--- src/inc/seq_defs.svh ---
// Offsets, field positions, reset values and timing for the power sequencer
`ifndef SEQ_DEFS_SVH
`define SEQ_DEFS_SVH
`define SQ_LANES 8
`define SQ_ADR_ADV 8'h00
`define SQ_ADR_MSTATE 8'h01
`define SQ_ADR_CTRL 8'h02
`define SQ_ADR_DEINIT 8'h03
`define SQ_ADR_LFLAG 8'h04
`define SQ_ADR_MFLAG 8'h05
`define SQ_ADR_LEN 8'h06
`define SQ_ADR_MEN 8'h07
`define SQ_ADR_TRIG 8'h08
`define SQ_ADR_CRES 8'h09
`define SQ_ADR_INSTANT 8'h0A
`define SQ_ADR_PEND 8'h0B
`define SQ_ADR_TXEN 8'h0C
`define SQ_ADR_RES 8'h0D
`define SQ_ADV_STEP_BIT 6
`define SQ_CTRL_ALLOW_BIT 0
`define SQ_CFG_UNDEF 4'h0
`define SQ_CFG_ACCEPTED 4'h1
`define SQ_CFG_REJECTED 4'h2
`define SQ_CFG_BUSY 4'hC
`define SQ_EN_RST 8'hFF
`define SQ_CLK_MHZ 125
`define SQ_PWRUP_NS 400
`define SQ_PWRDN_NS 400
`define SQ_CFG_NS 200
`define SQ_PWRUP_CYC ((`SQ_PWRUP_NS * `SQ_CLK_MHZ + 999) / 1000)
`define SQ_PWRDN_CYC ((`SQ_PWRDN_NS * `SQ_CLK_MHZ + 999) / 1000)
`define SQ_CFG_CYC ((`SQ_CFG_NS * `SQ_CLK_MHZ + 999) / 1000)
`endif

--- src/inc/seq_pkg.sv ---
// Types shared by the power sequencer modules
`include "seq_defs.svh"
package seq_pkg;
    typedef enum logic [2:0] {
        path_deactivated_state,
        path_init_state,
        path_initialized_state,
        path_tx_turning_on_state,
        path_active_state,
        path_tx_turning_off_state,
        path_deinit_state
    } path_state_t;
    typedef enum logic [1:0] {
        module_low_power_state,
        module_powering_up_state,
        module_ready_state,
        module_powering_down_state
    } mod_state_t;
    typedef struct packed {
        path_state_t st;
        logic tx_en;
        logic res_on;
        logic changed;
    } path_regs_t;
    typedef struct packed {
        logic first;
        logic second;
    } sync_regs_t;
    typedef struct packed {
        mod_state_t mst;
        logic [11:0] mcnt;
        logic low_pwr;
        logic allow;
        logic [`SQ_LANES-1:0] deinit;
        logic [`SQ_LANES-1:0] lflag;
        logic [`SQ_LANES-1:0] len;
        logic mflag;
        logic men;
        logic [`SQ_LANES-1:0] trig;
        logic [`SQ_LANES-1:0] pend;
        logic [3:0] cres;
        logic [11:0] ccnt;
        logic [7:0] rdata;
        logic irq;
    } seq_regs_t;
endpackage

--- src/hdl/level_sync.sv ---
// Two-flop synchroniser for a level from a pin
`timescale 1ns/1ps
module level_sync (
    input wire logic clk_sys, // system clock
    input wire logic sys_rst, // sync reset, high
    input wire logic async_in, // level from outside
    output logic sync_out // synchronised level
);
    seq_pkg::sync_regs_t r;
    seq_pkg::sync_regs_t next_r;

    always_comb begin
        next_r.first = async_in;
        next_r.second = r.first;
    end

    always_ff @(posedge clk_sys) begin
        if (sys_rst) begin
            r <= '0;
        end else begin
            r <= next_r;
        end
    end

    assign sync_out = r.second;
endmodule

--- src/hdl/path_fsm.sv ---
// State machine of one data path
`timescale 1ns/1ps
module path_fsm (
    input wire logic clk_sys, // system clock
    input wire logic sys_rst, // sync reset, high
    input wire logic deactivate, // deactivate transition
    input wire logic reinit, // pending commissioning
    input wire logic activate_ok, // activation allowed
    output seq_pkg::path_state_t state, // current state
    output logic tx_en, // transmitter enabled
    output logic res_on, // resources held
    output logic changed // pulse on entering active or deactivated
);
    seq_pkg::path_regs_t r;
    seq_pkg::path_regs_t next_r;

    always_comb begin
        next_r = r;
        next_r.changed = 1'b0;
        case (r.st)
            seq_pkg::path_active_state: begin
                if (deactivate || reinit) begin
                    next_r.st = seq_pkg::path_tx_turning_off_state;
                    next_r.tx_en = 1'b0;
                end
            end
            seq_pkg::path_tx_turning_off_state: begin
                next_r.st = seq_pkg::path_initialized_state;
            end
            seq_pkg::path_initialized_state: begin
                if (deactivate || reinit) begin
                    next_r.st = seq_pkg::path_deinit_state;
                    next_r.tx_en = 1'b0;
                    next_r.res_on = 1'b0;
                end else if (activate_ok) begin
                    next_r.st = seq_pkg::path_tx_turning_on_state;
                end
            end
            seq_pkg::path_deinit_state: begin
                next_r.st = seq_pkg::path_deactivated_state;
                next_r.changed = 1'b1;
            end
            seq_pkg::path_deactivated_state: begin
                if (activate_ok) begin
                    next_r.st = seq_pkg::path_init_state;
                    next_r.res_on = 1'b1;
                end
            end
            seq_pkg::path_init_state: begin
                next_r.st = seq_pkg::path_initialized_state;
            end
            seq_pkg::path_tx_turning_on_state: begin
                next_r.st = seq_pkg::path_active_state;
                next_r.tx_en = 1'b1;
                next_r.changed = 1'b1;
            end
            default: begin
                next_r.st = seq_pkg::path_deactivated_state;
            end
        endcase
    end

    always_ff @(posedge clk_sys) begin
        if (sys_rst) begin
            r <= '0;
        end else begin
            r <= next_r;
        end
    end

    assign state = r.st;
    assign tx_en = r.tx_en;
    assign res_on = r.res_on;
    assign changed = r.changed;

    property p_tx_off_advances;
        @(posedge clk_sys) disable iff (sys_rst)
        r.st == seq_pkg::path_tx_turning_off_state |=> r.st == seq_pkg::path_initialized_state;
    endproperty
    a_tx_off_advances: assert property (p_tx_off_advances) else $error("tx off stalled");

    property p_redeinit;
        @(posedge clk_sys) disable iff (sys_rst)
        (r.st == seq_pkg::path_initialized_state && (deactivate || reinit))
        |=> r.st == seq_pkg::path_deinit_state;
    endproperty
    a_redeinit: assert property (p_redeinit) else $error("redeinit not taken");

    property p_deinit_dark;
        @(posedge clk_sys) disable iff (sys_rst)
        r.st == seq_pkg::path_deinit_state |-> !r.tx_en && !r.res_on;
    endproperty
    a_deinit_dark: assert property (p_deinit_dark) else $error("deinit path still lit");

    property p_flag_on_deact;
        @(posedge clk_sys) disable iff (sys_rst)
        r.st == seq_pkg::path_deinit_state
        |=> r.st == seq_pkg::path_deactivated_state && r.changed;
    endproperty
    a_flag_on_deact: assert property (p_flag_on_deact) else $error("no change pulse");
endmodule

--- src/hdl/datapath_power_sequencer.sv ---
// Data path deinit, module power-down and config commit sequencer
//
// Added by the designer: the strobed register port and the register offsets.
`timescale 1ns/1ps
`include "seq_defs.svh"

// Notes on behaviour
// - Pin asserted: software bits decide power
// - Lane deinit bit deactivates its path
// - Tx turning off advances to initialized
// - Redeinit moves initialized paths to deinit
// - Deinit disables tx, releases resources
// - Entering deactivated sets lane flags
// - Reading flags clears them; irq drops unless another enabled flag is set
// - Allow bit moves ready to powering down
// - Powering down reduces power first
// - Entering low power sets module flag
// - Commit writes ignored while config busy
// - Accepted or completed ends commit, clears trigger
// - Default mode ignores commits in transients
// - Default mode: pending mark drives path
// - Stepwise mode: pending never moves path
// - Default mode: instant commit in steady states
// - Stepwise mode: instant commit unsupported
module datapath_power_sequencer #(
    parameter logic STEPWISE_CONFIG_ONLY = 1'b0
) (
    input wire logic clk_sys, // system clock
    input wire logic sys_rst, // sync reset, high
    input wire logic hw_lowpower_request_pin, // low power pin, high
    input wire logic [7:0] reg_addr, // register address
    input wire logic [7:0] reg_wdata, // write data
    input wire logic reg_wr, // write strobe
    input wire logic reg_rd, // read strobe
    output logic [7:0] reg_rdata, // read data, next cycle
    output logic irq, // interrupt, high
    output logic [`SQ_LANES-1:0] tx_enable, // per lane transmitter
    output logic module_low_power // reduced power
);
    localparam int L = `SQ_LANES;
    localparam seq_pkg::path_state_t st_act = seq_pkg::path_active_state;
    localparam seq_pkg::path_state_t st_off = seq_pkg::path_tx_turning_off_state;
    localparam seq_pkg::mod_state_t m_low = seq_pkg::module_low_power_state;
    localparam seq_pkg::mod_state_t m_up = seq_pkg::module_powering_up_state;
    localparam seq_pkg::mod_state_t m_rdy = seq_pkg::module_ready_state;
    localparam seq_pkg::mod_state_t m_dn = seq_pkg::module_powering_down_state;

    seq_pkg::seq_regs_t r;
    seq_pkg::seq_regs_t next_r;
    seq_pkg::path_state_t pst [L];
    logic pin_s;
    logic lp_req;
    logic all_deact;
    logic mset;
    logic mclr;
    logic [L-1:0] lclr;
    logic [L-1:0] ptx;
    logic [L-1:0] pres;
    logic [L-1:0] pchg;
    logic [L-1:0] deact;
    logic [L-1:0] act_ok;
    logic [L-1:0] reinit;
    logic [L-1:0] steady;
    logic [L-1:0] isdeact;
    logic [L-1:0] ini;

    function automatic logic is_steady(input seq_pkg::path_state_t s);
        return s == seq_pkg::path_deactivated_state
            || s == seq_pkg::path_initialized_state
            || s == seq_pkg::path_active_state;
    endfunction

    function automatic logic all_steady(input logic [L-1:0] sel, input logic [L-1:0] st);
        return (sel & ~st) == '0;
    endfunction

    // Pin is asynchronous: two flops before any logic reads it
    level_sync u_pin_sync (
        .clk_sys(clk_sys),
        .sys_rst(sys_rst),
        .async_in(hw_lowpower_request_pin),
        .sync_out(pin_s)
    );

    genvar g;
    generate
        for (g = 0; g < L; g++) begin : g_path
            path_fsm u_path (
                .clk_sys(clk_sys),
                .sys_rst(sys_rst),
                .deactivate(deact[g]),
                .reinit(reinit[g]),
                .activate_ok(act_ok[g]),
                .state(pst[g]),
                .tx_en(ptx[g]),
                .res_on(pres[g]),
                .changed(pchg[g])
            );
            assign steady[g] = is_steady(pst[g]);
            assign isdeact[g] = pst[g] == seq_pkg::path_deactivated_state;
            assign ini[g] = pst[g] == seq_pkg::path_init_state;
        end
    endgenerate

    // Allow bit only counts while the pin asks for low power
    assign lp_req = pin_s & r.allow;
    assign deact = r.deinit | {L{lp_req}};
    // No activation outside ready; host must power up first
    assign act_ok = {L{r.mst == m_rdy}} & ~deact;
    assign reinit = STEPWISE_CONFIG_ONLY ? '0 : (r.pend & steady);
    assign all_deact = &isdeact;

    always_comb begin
        next_r = r;
        next_r.rdata = 8'h00;
        lclr = '0;
        mclr = 1'b0;
        mset = 1'b0;
        if (reg_rd) begin
            if (reg_addr == `SQ_ADR_ADV) begin
                next_r.rdata[`SQ_ADV_STEP_BIT] = STEPWISE_CONFIG_ONLY;
            end else if (reg_addr == `SQ_ADR_MSTATE) begin
                next_r.rdata = {6'h00, r.mst};
            end else if (reg_addr == `SQ_ADR_CTRL) begin
                next_r.rdata[`SQ_CTRL_ALLOW_BIT] = r.allow;
            end else if (reg_addr == `SQ_ADR_DEINIT) begin
                next_r.rdata = r.deinit;
            end else if (reg_addr == `SQ_ADR_LFLAG) begin
                next_r.rdata = r.lflag;
                lclr = r.lflag;
            end else if (reg_addr == `SQ_ADR_MFLAG) begin
                next_r.rdata[0] = r.mflag;
                mclr = r.mflag;
            end else if (reg_addr == `SQ_ADR_LEN) begin
                next_r.rdata = r.len;
            end else if (reg_addr == `SQ_ADR_MEN) begin
                next_r.rdata[0] = r.men;
            end else if (reg_addr == `SQ_ADR_TRIG) begin
                next_r.rdata = r.trig;
            end else if (reg_addr == `SQ_ADR_CRES) begin
                next_r.rdata = {4'h0, r.cres};
            end else if (reg_addr == `SQ_ADR_PEND) begin
                next_r.rdata = r.pend;
            end else if (reg_addr == `SQ_ADR_TXEN) begin
                next_r.rdata = ptx;
            end else if (reg_addr == `SQ_ADR_RES) begin
                next_r.rdata = pres;
            end
        end
        if (reg_wr) begin
            if (reg_addr == `SQ_ADR_CTRL) begin
                next_r.allow = reg_wdata[`SQ_CTRL_ALLOW_BIT];
            end else if (reg_addr == `SQ_ADR_DEINIT) begin
                next_r.deinit = reg_wdata;
            end else if (reg_addr == `SQ_ADR_LFLAG) begin
                lclr = reg_wdata;
            end else if (reg_addr == `SQ_ADR_MFLAG) begin
                mclr = reg_wdata[0];
            end else if (reg_addr == `SQ_ADR_LEN) begin
                next_r.len = reg_wdata;
            end else if (reg_addr == `SQ_ADR_MEN) begin
                next_r.men = reg_wdata[0];
            end else if (reg_addr == `SQ_ADR_TRIG && r.cres != `SQ_CFG_BUSY) begin
                if (STEPWISE_CONFIG_ONLY || all_steady(reg_wdata, steady)) begin
                    next_r.trig = reg_wdata;
                    next_r.cres = `SQ_CFG_BUSY;
                    next_r.ccnt = 12'(`SQ_CFG_CYC);
                end
            // Instant commit only reports a result; nothing else is applied
            end else if (reg_addr == `SQ_ADR_INSTANT && r.cres != `SQ_CFG_BUSY) begin
                if (STEPWISE_CONFIG_ONLY) begin
                    next_r.cres = `SQ_CFG_REJECTED;
                end else if (all_steady(reg_wdata, steady)) begin
                    next_r.cres = `SQ_CFG_ACCEPTED;
                end else begin
                    next_r.cres = `SQ_CFG_REJECTED;
                end
            end
        end

        // Pending marks are consumed when their path initialises
        next_r.pend = r.pend & ~ini;
        if (r.cres == `SQ_CFG_BUSY) begin
            if (r.ccnt != 12'h000) begin
                next_r.ccnt = r.ccnt - 12'h001;
            end else begin
                next_r.cres = `SQ_CFG_ACCEPTED;
                next_r.pend = next_r.pend | r.trig;
                next_r.trig = '0;
            end
        end

        // Low power is left as soon as either the allow bit or the pin drops
        case (r.mst)
            seq_pkg::module_low_power_state: begin
                if (!lp_req) begin
                    next_r.mst = m_up;
                    next_r.mcnt = 12'(`SQ_PWRUP_CYC);
                end
            end
            seq_pkg::module_powering_up_state: begin
                if (r.mcnt != 12'h000) begin
                    next_r.mcnt = r.mcnt - 12'h001;
                end else begin
                    next_r.mst = m_rdy;
                    next_r.low_pwr = 1'b0;
                    mset = 1'b1;
                end
            end
            seq_pkg::module_ready_state: begin
                if (lp_req && all_deact) begin
                    next_r.mst = m_dn;
                    next_r.mcnt = 12'(`SQ_PWRDN_CYC);
                    next_r.low_pwr = 1'b1;
                end
            end
            default: begin
                if (r.mcnt != 12'h000) begin
                    next_r.mcnt = r.mcnt - 12'h001;
                end else begin
                    next_r.mst = m_low;
                    mset = 1'b1;
                end
            end
        endcase

        // A new event beats a clear in the same cycle
        next_r.lflag = (r.lflag & ~lclr) | pchg;
        next_r.mflag = (r.mflag & ~mclr) | mset;
        next_r.irq = |(next_r.lflag & next_r.len) | (next_r.mflag & next_r.men);
    end

    always_ff @(posedge clk_sys) begin
        if (sys_rst) begin
            // Wake in low power with every flag enabled
            r <= '0;
            r.mst <= m_low;
            r.low_pwr <= 1'b1;
            r.len <= `SQ_EN_RST;
            r.men <= 1'b1;
            r.cres <= `SQ_CFG_UNDEF;
        end else begin
            r <= next_r;
        end
    end

    assign reg_rdata = r.rdata;
    assign irq = r.irq;
    assign tx_enable = ptx;
    assign module_low_power = r.low_pwr;

    property p_pin_gates;
        @(posedge clk_sys) disable iff (sys_rst)
        (!pin_s && r.mst == m_rdy) |=> r.mst != m_dn;
    endproperty
    a_pin_gates: assert property (p_pin_gates) else $error("powered down without pin");

    property p_deinit_starts;
        @(posedge clk_sys) disable iff (sys_rst)
        (r.deinit[0] && pst[0] == st_act) |=> pst[0] == st_off;
    endproperty
    a_deinit_starts: assert property (p_deinit_starts) else $error("deinit ignored");

    property p_read_clears;
        @(posedge clk_sys) disable iff (sys_rst)
        (reg_rd && reg_addr == `SQ_ADR_LFLAG) |=> (r.lflag & $past(r.lflag) & ~$past(pchg)) == '0;
    endproperty
    a_read_clears: assert property (p_read_clears) else $error("flag read did not clear");

    property p_allow_powers_down;
        @(posedge clk_sys) disable iff (sys_rst)
        (r.mst == m_rdy && lp_req && all_deact) |=> r.mst == m_dn && r.low_pwr;
    endproperty
    a_allow_powers_down: assert property (p_allow_powers_down) else $error("no power down");

    property p_power_reduced;
        @(posedge clk_sys) disable iff (sys_rst)
        (r.mst == m_rdy ##1 r.mst == m_dn) |-> (r.mst == m_dn && r.low_pwr)[*8];
    endproperty
    a_power_reduced: assert property (p_power_reduced) else $error("power down cut short");

    property p_low_flag;
        @(posedge clk_sys) disable iff (sys_rst)
        (r.mst == m_dn ##1 r.mst == m_low) |-> r.mflag;
    endproperty
    a_low_flag: assert property (p_low_flag) else $error("module flag not set");

    property p_busy_ignores;
        @(posedge clk_sys) disable iff (sys_rst)
        (reg_wr && reg_addr == `SQ_ADR_TRIG && r.cres == `SQ_CFG_BUSY && r.ccnt != 12'h000)
        |=> r.trig == $past(r.trig);
    endproperty
    a_busy_ignores: assert property (p_busy_ignores) else $error("busy commit taken");

    property p_commit_ends;
        @(posedge clk_sys) disable iff (sys_rst)
        (r.cres == `SQ_CFG_BUSY && r.ccnt == 12'h000)
        |=> r.cres == `SQ_CFG_ACCEPTED && r.trig == '0;
    endproperty
    a_commit_ends: assert property (p_commit_ends) else $error("commit did not end");

    property p_transient_ignores;
        @(posedge clk_sys) disable iff (sys_rst)
        (!STEPWISE_CONFIG_ONLY && reg_wr && reg_addr == `SQ_ADR_TRIG
            && r.cres != `SQ_CFG_BUSY && !all_steady(reg_wdata, steady))
        |=> r.cres == $past(r.cres);
    endproperty
    a_transient_ignores: assert property (p_transient_ignores) else $error("transient commit");

    property p_pending_drives;
        @(posedge clk_sys) disable iff (sys_rst)
        (!STEPWISE_CONFIG_ONLY && r.pend[0] && pst[0] == st_act) |=> pst[0] == st_off;
    endproperty
    a_pending_drives: assert property (p_pending_drives) else $error("pending ignored");

    property p_stepwise_quiet;
        @(posedge clk_sys) disable iff (sys_rst)
        (STEPWISE_CONFIG_ONLY && pst[0] == st_act && !deact[0]) |=> pst[0] == st_act;
    endproperty
    a_stepwise_quiet: assert property (p_stepwise_quiet) else $error("stepwise path moved");

    property p_instant_ok;
        @(posedge clk_sys) disable iff (sys_rst)
        (!STEPWISE_CONFIG_ONLY && reg_wr && reg_addr == `SQ_ADR_INSTANT
            && r.cres != `SQ_CFG_BUSY && all_steady(reg_wdata, steady))
        |=> r.cres == `SQ_CFG_ACCEPTED;
    endproperty
    a_instant_ok: assert property (p_instant_ok) else $error("instant commit refused");

    property p_instant_refused;
        @(posedge clk_sys) disable iff (sys_rst)
        (STEPWISE_CONFIG_ONLY && reg_wr && reg_addr == `SQ_ADR_INSTANT
            && r.cres != `SQ_CFG_BUSY) |=> r.cres == `SQ_CFG_REJECTED;
    endproperty
    a_instant_refused: assert property (p_instant_refused) else $error("instant accepted");

    property p_irq_level;
        @(posedge clk_sys) disable iff (sys_rst)
        r.irq == (|(r.lflag & r.len) | (r.mflag & r.men));
    endproperty
    a_irq_level: assert property (p_irq_level) else $error("irq disagrees with flags");
endmodule

--- config.mk ---
export PLATFORM = sky130hd
export DESIGN_NAME = datapath_power_sequencer
export DESIGN_NICKNAME = d
export VERILOG_FILES = /design/src/inc/seq_pkg.sv /design/src/hdl/level_sync.sv /design/src/hdl/path_fsm.sv /design/src/hdl/datapath_power_sequencer.sv
export VERILOG_INCLUDE_DIRS = /design/src /design/src/inc
export SDC_FILE = /design/constraint.sdc
export NUM_CORES = 1
export LEC_CHECK = 0
export BUFFER_PORTS_ARGS = -buffer_cell sky130_fd_sc_hd__buf_2
export CAP_MARGIN = 0
export CORE_AREA = 10 10 111 138
export DETAILED_ROUTE_END_ITERATION = 12
export DIE_AREA = 0 0 121 148
export PLACE_DENSITY_LB_ADDON = 0.1
export SLEW_MARGIN = 10
export SYNTH_ARGS = -nofsm -noshare
export SYNTH_HDL_FRONTEND = slang
export SYNTH_SLANG_ARGS = --single-unit
--- constraint.sdc ---
create_clock -name clk_sys -period 2.53 [get_ports clk_sys]
set_clock_uncertainty 0.15 [all_clocks]
set_input_delay 0 -clock clk_sys [delete_from_list [all_inputs] [get_ports clk_sys]]
set_output_delay 0 -clock clk_sys [all_outputs]
set_load 0.03 [all_outputs]
==> results.cfg <==
[outcome]
status = finished, final reports clean

[timing]
fmax_ghz = 0.409
grt_setup_unrepaired = no
tns_ps = 0
timing.hold.ws_ps = 6.76
slew_viol_final = 0
max-slew-margin-rel = 0.515
layout_worst_path_cycle_share = 0.966
finalSetupViolCount = 0
tightest_slew_ps = 727
hold_viol = 0
period_minus_slack_ps = 2440

[setup_path]
endpoint_kind = flop
arrival_ps = 2620
max_stage_delay_ps = 460
cp-start-kind = flop
cp_slowest_cell = or4b_1
worstPathCellList = inv_1 -> ha_1 -> or4b_1 -> buf_4 -> nor4_4 -> nor4_1 -> or2_0 -> a311oi_1
reg2reg_depth = 8
critPathRequiredTime_ps = 2710
critical_path_class = reg -> reg
ff2ff_setup_slack_ps = 90
worst-path-max-fanout = 5

[clock_network]
insertion_delay_ps = 430
numCtsBuffers = 17
root_buffer = clkbuf_16
cts_htree_levels = 4
post_cts_buffers = 0
tritoncts = done
cts.sinks = 133
path_clk_slew_ps = 60
cts_buffer_depth = 2

[yosys]
synth_top_flop_cell = dfxtp_1
synth_cells = 853
synth_warnings = 0
synth_nets = 880
async_flop_share = 0
synthMuxAreaShare = 0.0637
synthXorXnorAreaFrac = 0.0218
synth_simple_gate_area_frac = 0.239
yosysSeqAreaShare = 0.391
synth_fa_ha_area_frac = 0.0110
netlist-cell-type-count = 69
avgSynthCellArea_um2 = 7.99
synth_area_um2 = 6820
synth_top_family_by_area = simple AND/OR/NAND/NOR gates
ys_seq_elements = 133
synth_enable_flop_cells = 0
synth_compound_gate_area_share = 0.212

[placed_design]
hpwl_mm = 14.4
portBuffers = 38
globalplace.congestion = 0.992
place_area_um2 = 7300

[global_route]
grt_pass1_vias = 6418
antenna_found_initial = 0
grt_use_total = 0.229
grt_max_degree = 69
overflow = 0
grt_pass1_wl_mm = 32.9

[cells_and_area]
n_antenna_cell = 0
post-route-util = 0.648
nets = 941
syn_to_final_growth_pct = 19.8
drive_gt1_frac = 0.162
final_cell_area_um2 = 8170

[power_and_ir_drop]
clock_power_share = 0.367
netSwitchingFraction = 0.319
comb_power_share = 0.274
p_leak_nw = 3.11
ir_worst_vdd_uv = 477
p_switching_mw = 2.22
p_seq_frac = 0.359
p_int_mw = 4.76
power.density_nw_per_um2 = 855

[route]
ant_nets = 0
wl_per_cell_um = 18.7
vias = 6650
viasPerCell = 6.07
route.final.wire_length_mm = 20.5
first_iter_violations = 609
firstDrtPassIters = 6
route.detailed.drc = 0

[floorplan]
die_area_um2 = 17900
ioPinCount = 39
rows = 46
die_w_um = 121
coreArea_um2 = 12600
die_h_um = 148
start_util = 0.541

[worst_hold_path]
hold_path_depth = 5
hold_class = in -> reg

[job]
drv_cap = 0
## per-layer routing
layer	share of wire	vias up	global-route usage
met5	0	-	0
met4	0.037	0	0.119
met3	0.050	54	0.0454
met2	0.50	206	0.389
met1	0.41	3227	0.265
li1	-	3163	-
## power groups by stage
stage / sequential, mW / combinational (mW) / clock [mW]
global placement: 2.52 / 1.73 / 0
finish: 2.51 / 1.91 / 2.56
CTS: 2.50 / 1.83 / 2.57
global route: 2.54 / 2.10 / 2.68
floorplan: 2.47 / 1.23 / 0
detailed placement: 2.54 / 1.79 / 0
## worst paths after layout
kind	end	start
hold / removal	r[47]$_SDFF_PP1_	reg_addr[4]
setup reg to reg	r[72]$_SDFFE_PP0P_	r[69]$_SDFFE_PP0P_
hold reg to reg	u_pin_sync.sync_out$_SDFF_PP0_	u_pin_sync.next_r[0]$_SDFF_PP0_
setup / recovery	r[72]$_SDFFE_PP0P_	r[69]$_SDFFE_PP0P_
## critical path: cells and delay by family, from the launching register on
| kind | cells | cell delay, ps |
|---|---|---|
| and+or+nand+nor | 4 | 1140 |
| buffers and inverters | 2 | 260 |
| adders and majority gates | 1 | 170 |
| AOI/OAI and AO/OA | 1 | 290 |
| DFF | 1 | 340 |
## area by class of cell
type / instances / area, um2
tap: 168 / 210
multi-input combinational: 626 / 3770
clock buffer: 24 / 492
timing repair buffer: 117 / 841
inverter: 19 / 71.3
fill: 1087 / 4440
sequential: 133 / 2660
clock inverter: 8 / 121
## registers in the layout, summed over array words and instances, names as in the netlist
register               flops
g_path.u_path.tx_en        8
r                         73
reg_rdata                  8
u_pin_sync.next_r          1
g_path.u_path.state       24
g_path.u_path.res_on       8
g_path.u_path.changed      8
module_low_power           1
irq                        1
u_pin_sync.sync_out        1
## metrics by stage
| stage | instances | setup WS (ps) | total power, mW |
|---|---|---|---|
| 3_5_place_dp | 1041 | 22.7 | 4.33 |
| 3_3_place_gp | 1041 | 113 | 4.25 |
| 4_1_cts | 1095 | 16.1 | 6.89 |
| 6_report | 1095 | 87.2 | 6.98 |
| 5_1_grt | 1095 | 2.28 | 7.31 |
| 2_1_floorplan | 853 | 132 | 3.70 |
## cell families after synthesis
logic type	after synthesis
AOI/OAI and AO/OA	234
xor gates and xnor gates	17
adders and majority gates	6
buffers and inverters	94
DFF	133
muxes	42
and+or+nand+nor	327
## cell usage in the layout (no fill, tap or decap), types with 7 or more instances in the layout
| cell | n |
|---|---|
| buf_4 | 58 |
| nand4_1 | 9 |
| dlygate4sd3_1 | 22 |
| nor2_1 | 91 |
| nand3_1 | 15 |
| xnor2_1 | 14 |
| nor2b_1 | 14 |
| mux2_2 | 10 |
| nor3_1 | 44 |
| nand2_1 | 76 |
| a21oi_1 | 91 |
| buf_2 | 37 |
| nor3b_1 | 9 |
| nor4_1 | 7 |
| a22oi_1 | 8 |
| dfxtp_1 | 133 |
| clkbuf_16 | 17 |
| mux2i_1 | 31 |
| o21ai_0 | 51 |
| or3_1 | 8 |
| a211oi_1 | 8 |
| inv_1 | 18 |
| a31oi_1 | 8 |
| nand2b_1 | 19 |
## Yosys cell counts, drive strengths merged, types with 8 or more instances
| cell type | number | area [um2] |
|---|---|---|
| nand4 | 9 | 56.3 |
| xnor2 | 14 | 123 |
| mux2 | 11 | 124 |
| nor4 | 9 | 77.6 |
| nand3 | 16 | 80.1 |
| nor2 | 91 | 342 |
| a22oi | 8 | 60.1 |
| nor3 | 46 | 230 |
| a211oi | 8 | 60.1 |
| o21ai | 54 | 270 |
| or3 | 8 | 50.1 |
| a21oi | 91 | 455 |
| nand2b | 19 | 119 |
| nor3b | 9 | 67.6 |
| dfxtp | 133 | 2660 |
| nor2b | 14 | 87.6 |
| mux2i | 31 | 310 |
| a31oi | 8 | 50.1 |
| buf | 25 | 165 |
| nand2 | 78 | 293 |
| inv | 19 | 71.3 |
| clkbuf | 50 | 188 |
## timing repair
item,CTS,global route
resized for setup,0,7
setup endpoints to repair,0,15
hold endpoints to repair,64,0
hold buffers,22,0
No activity file was read; power rests on OpenSTA's default activity.
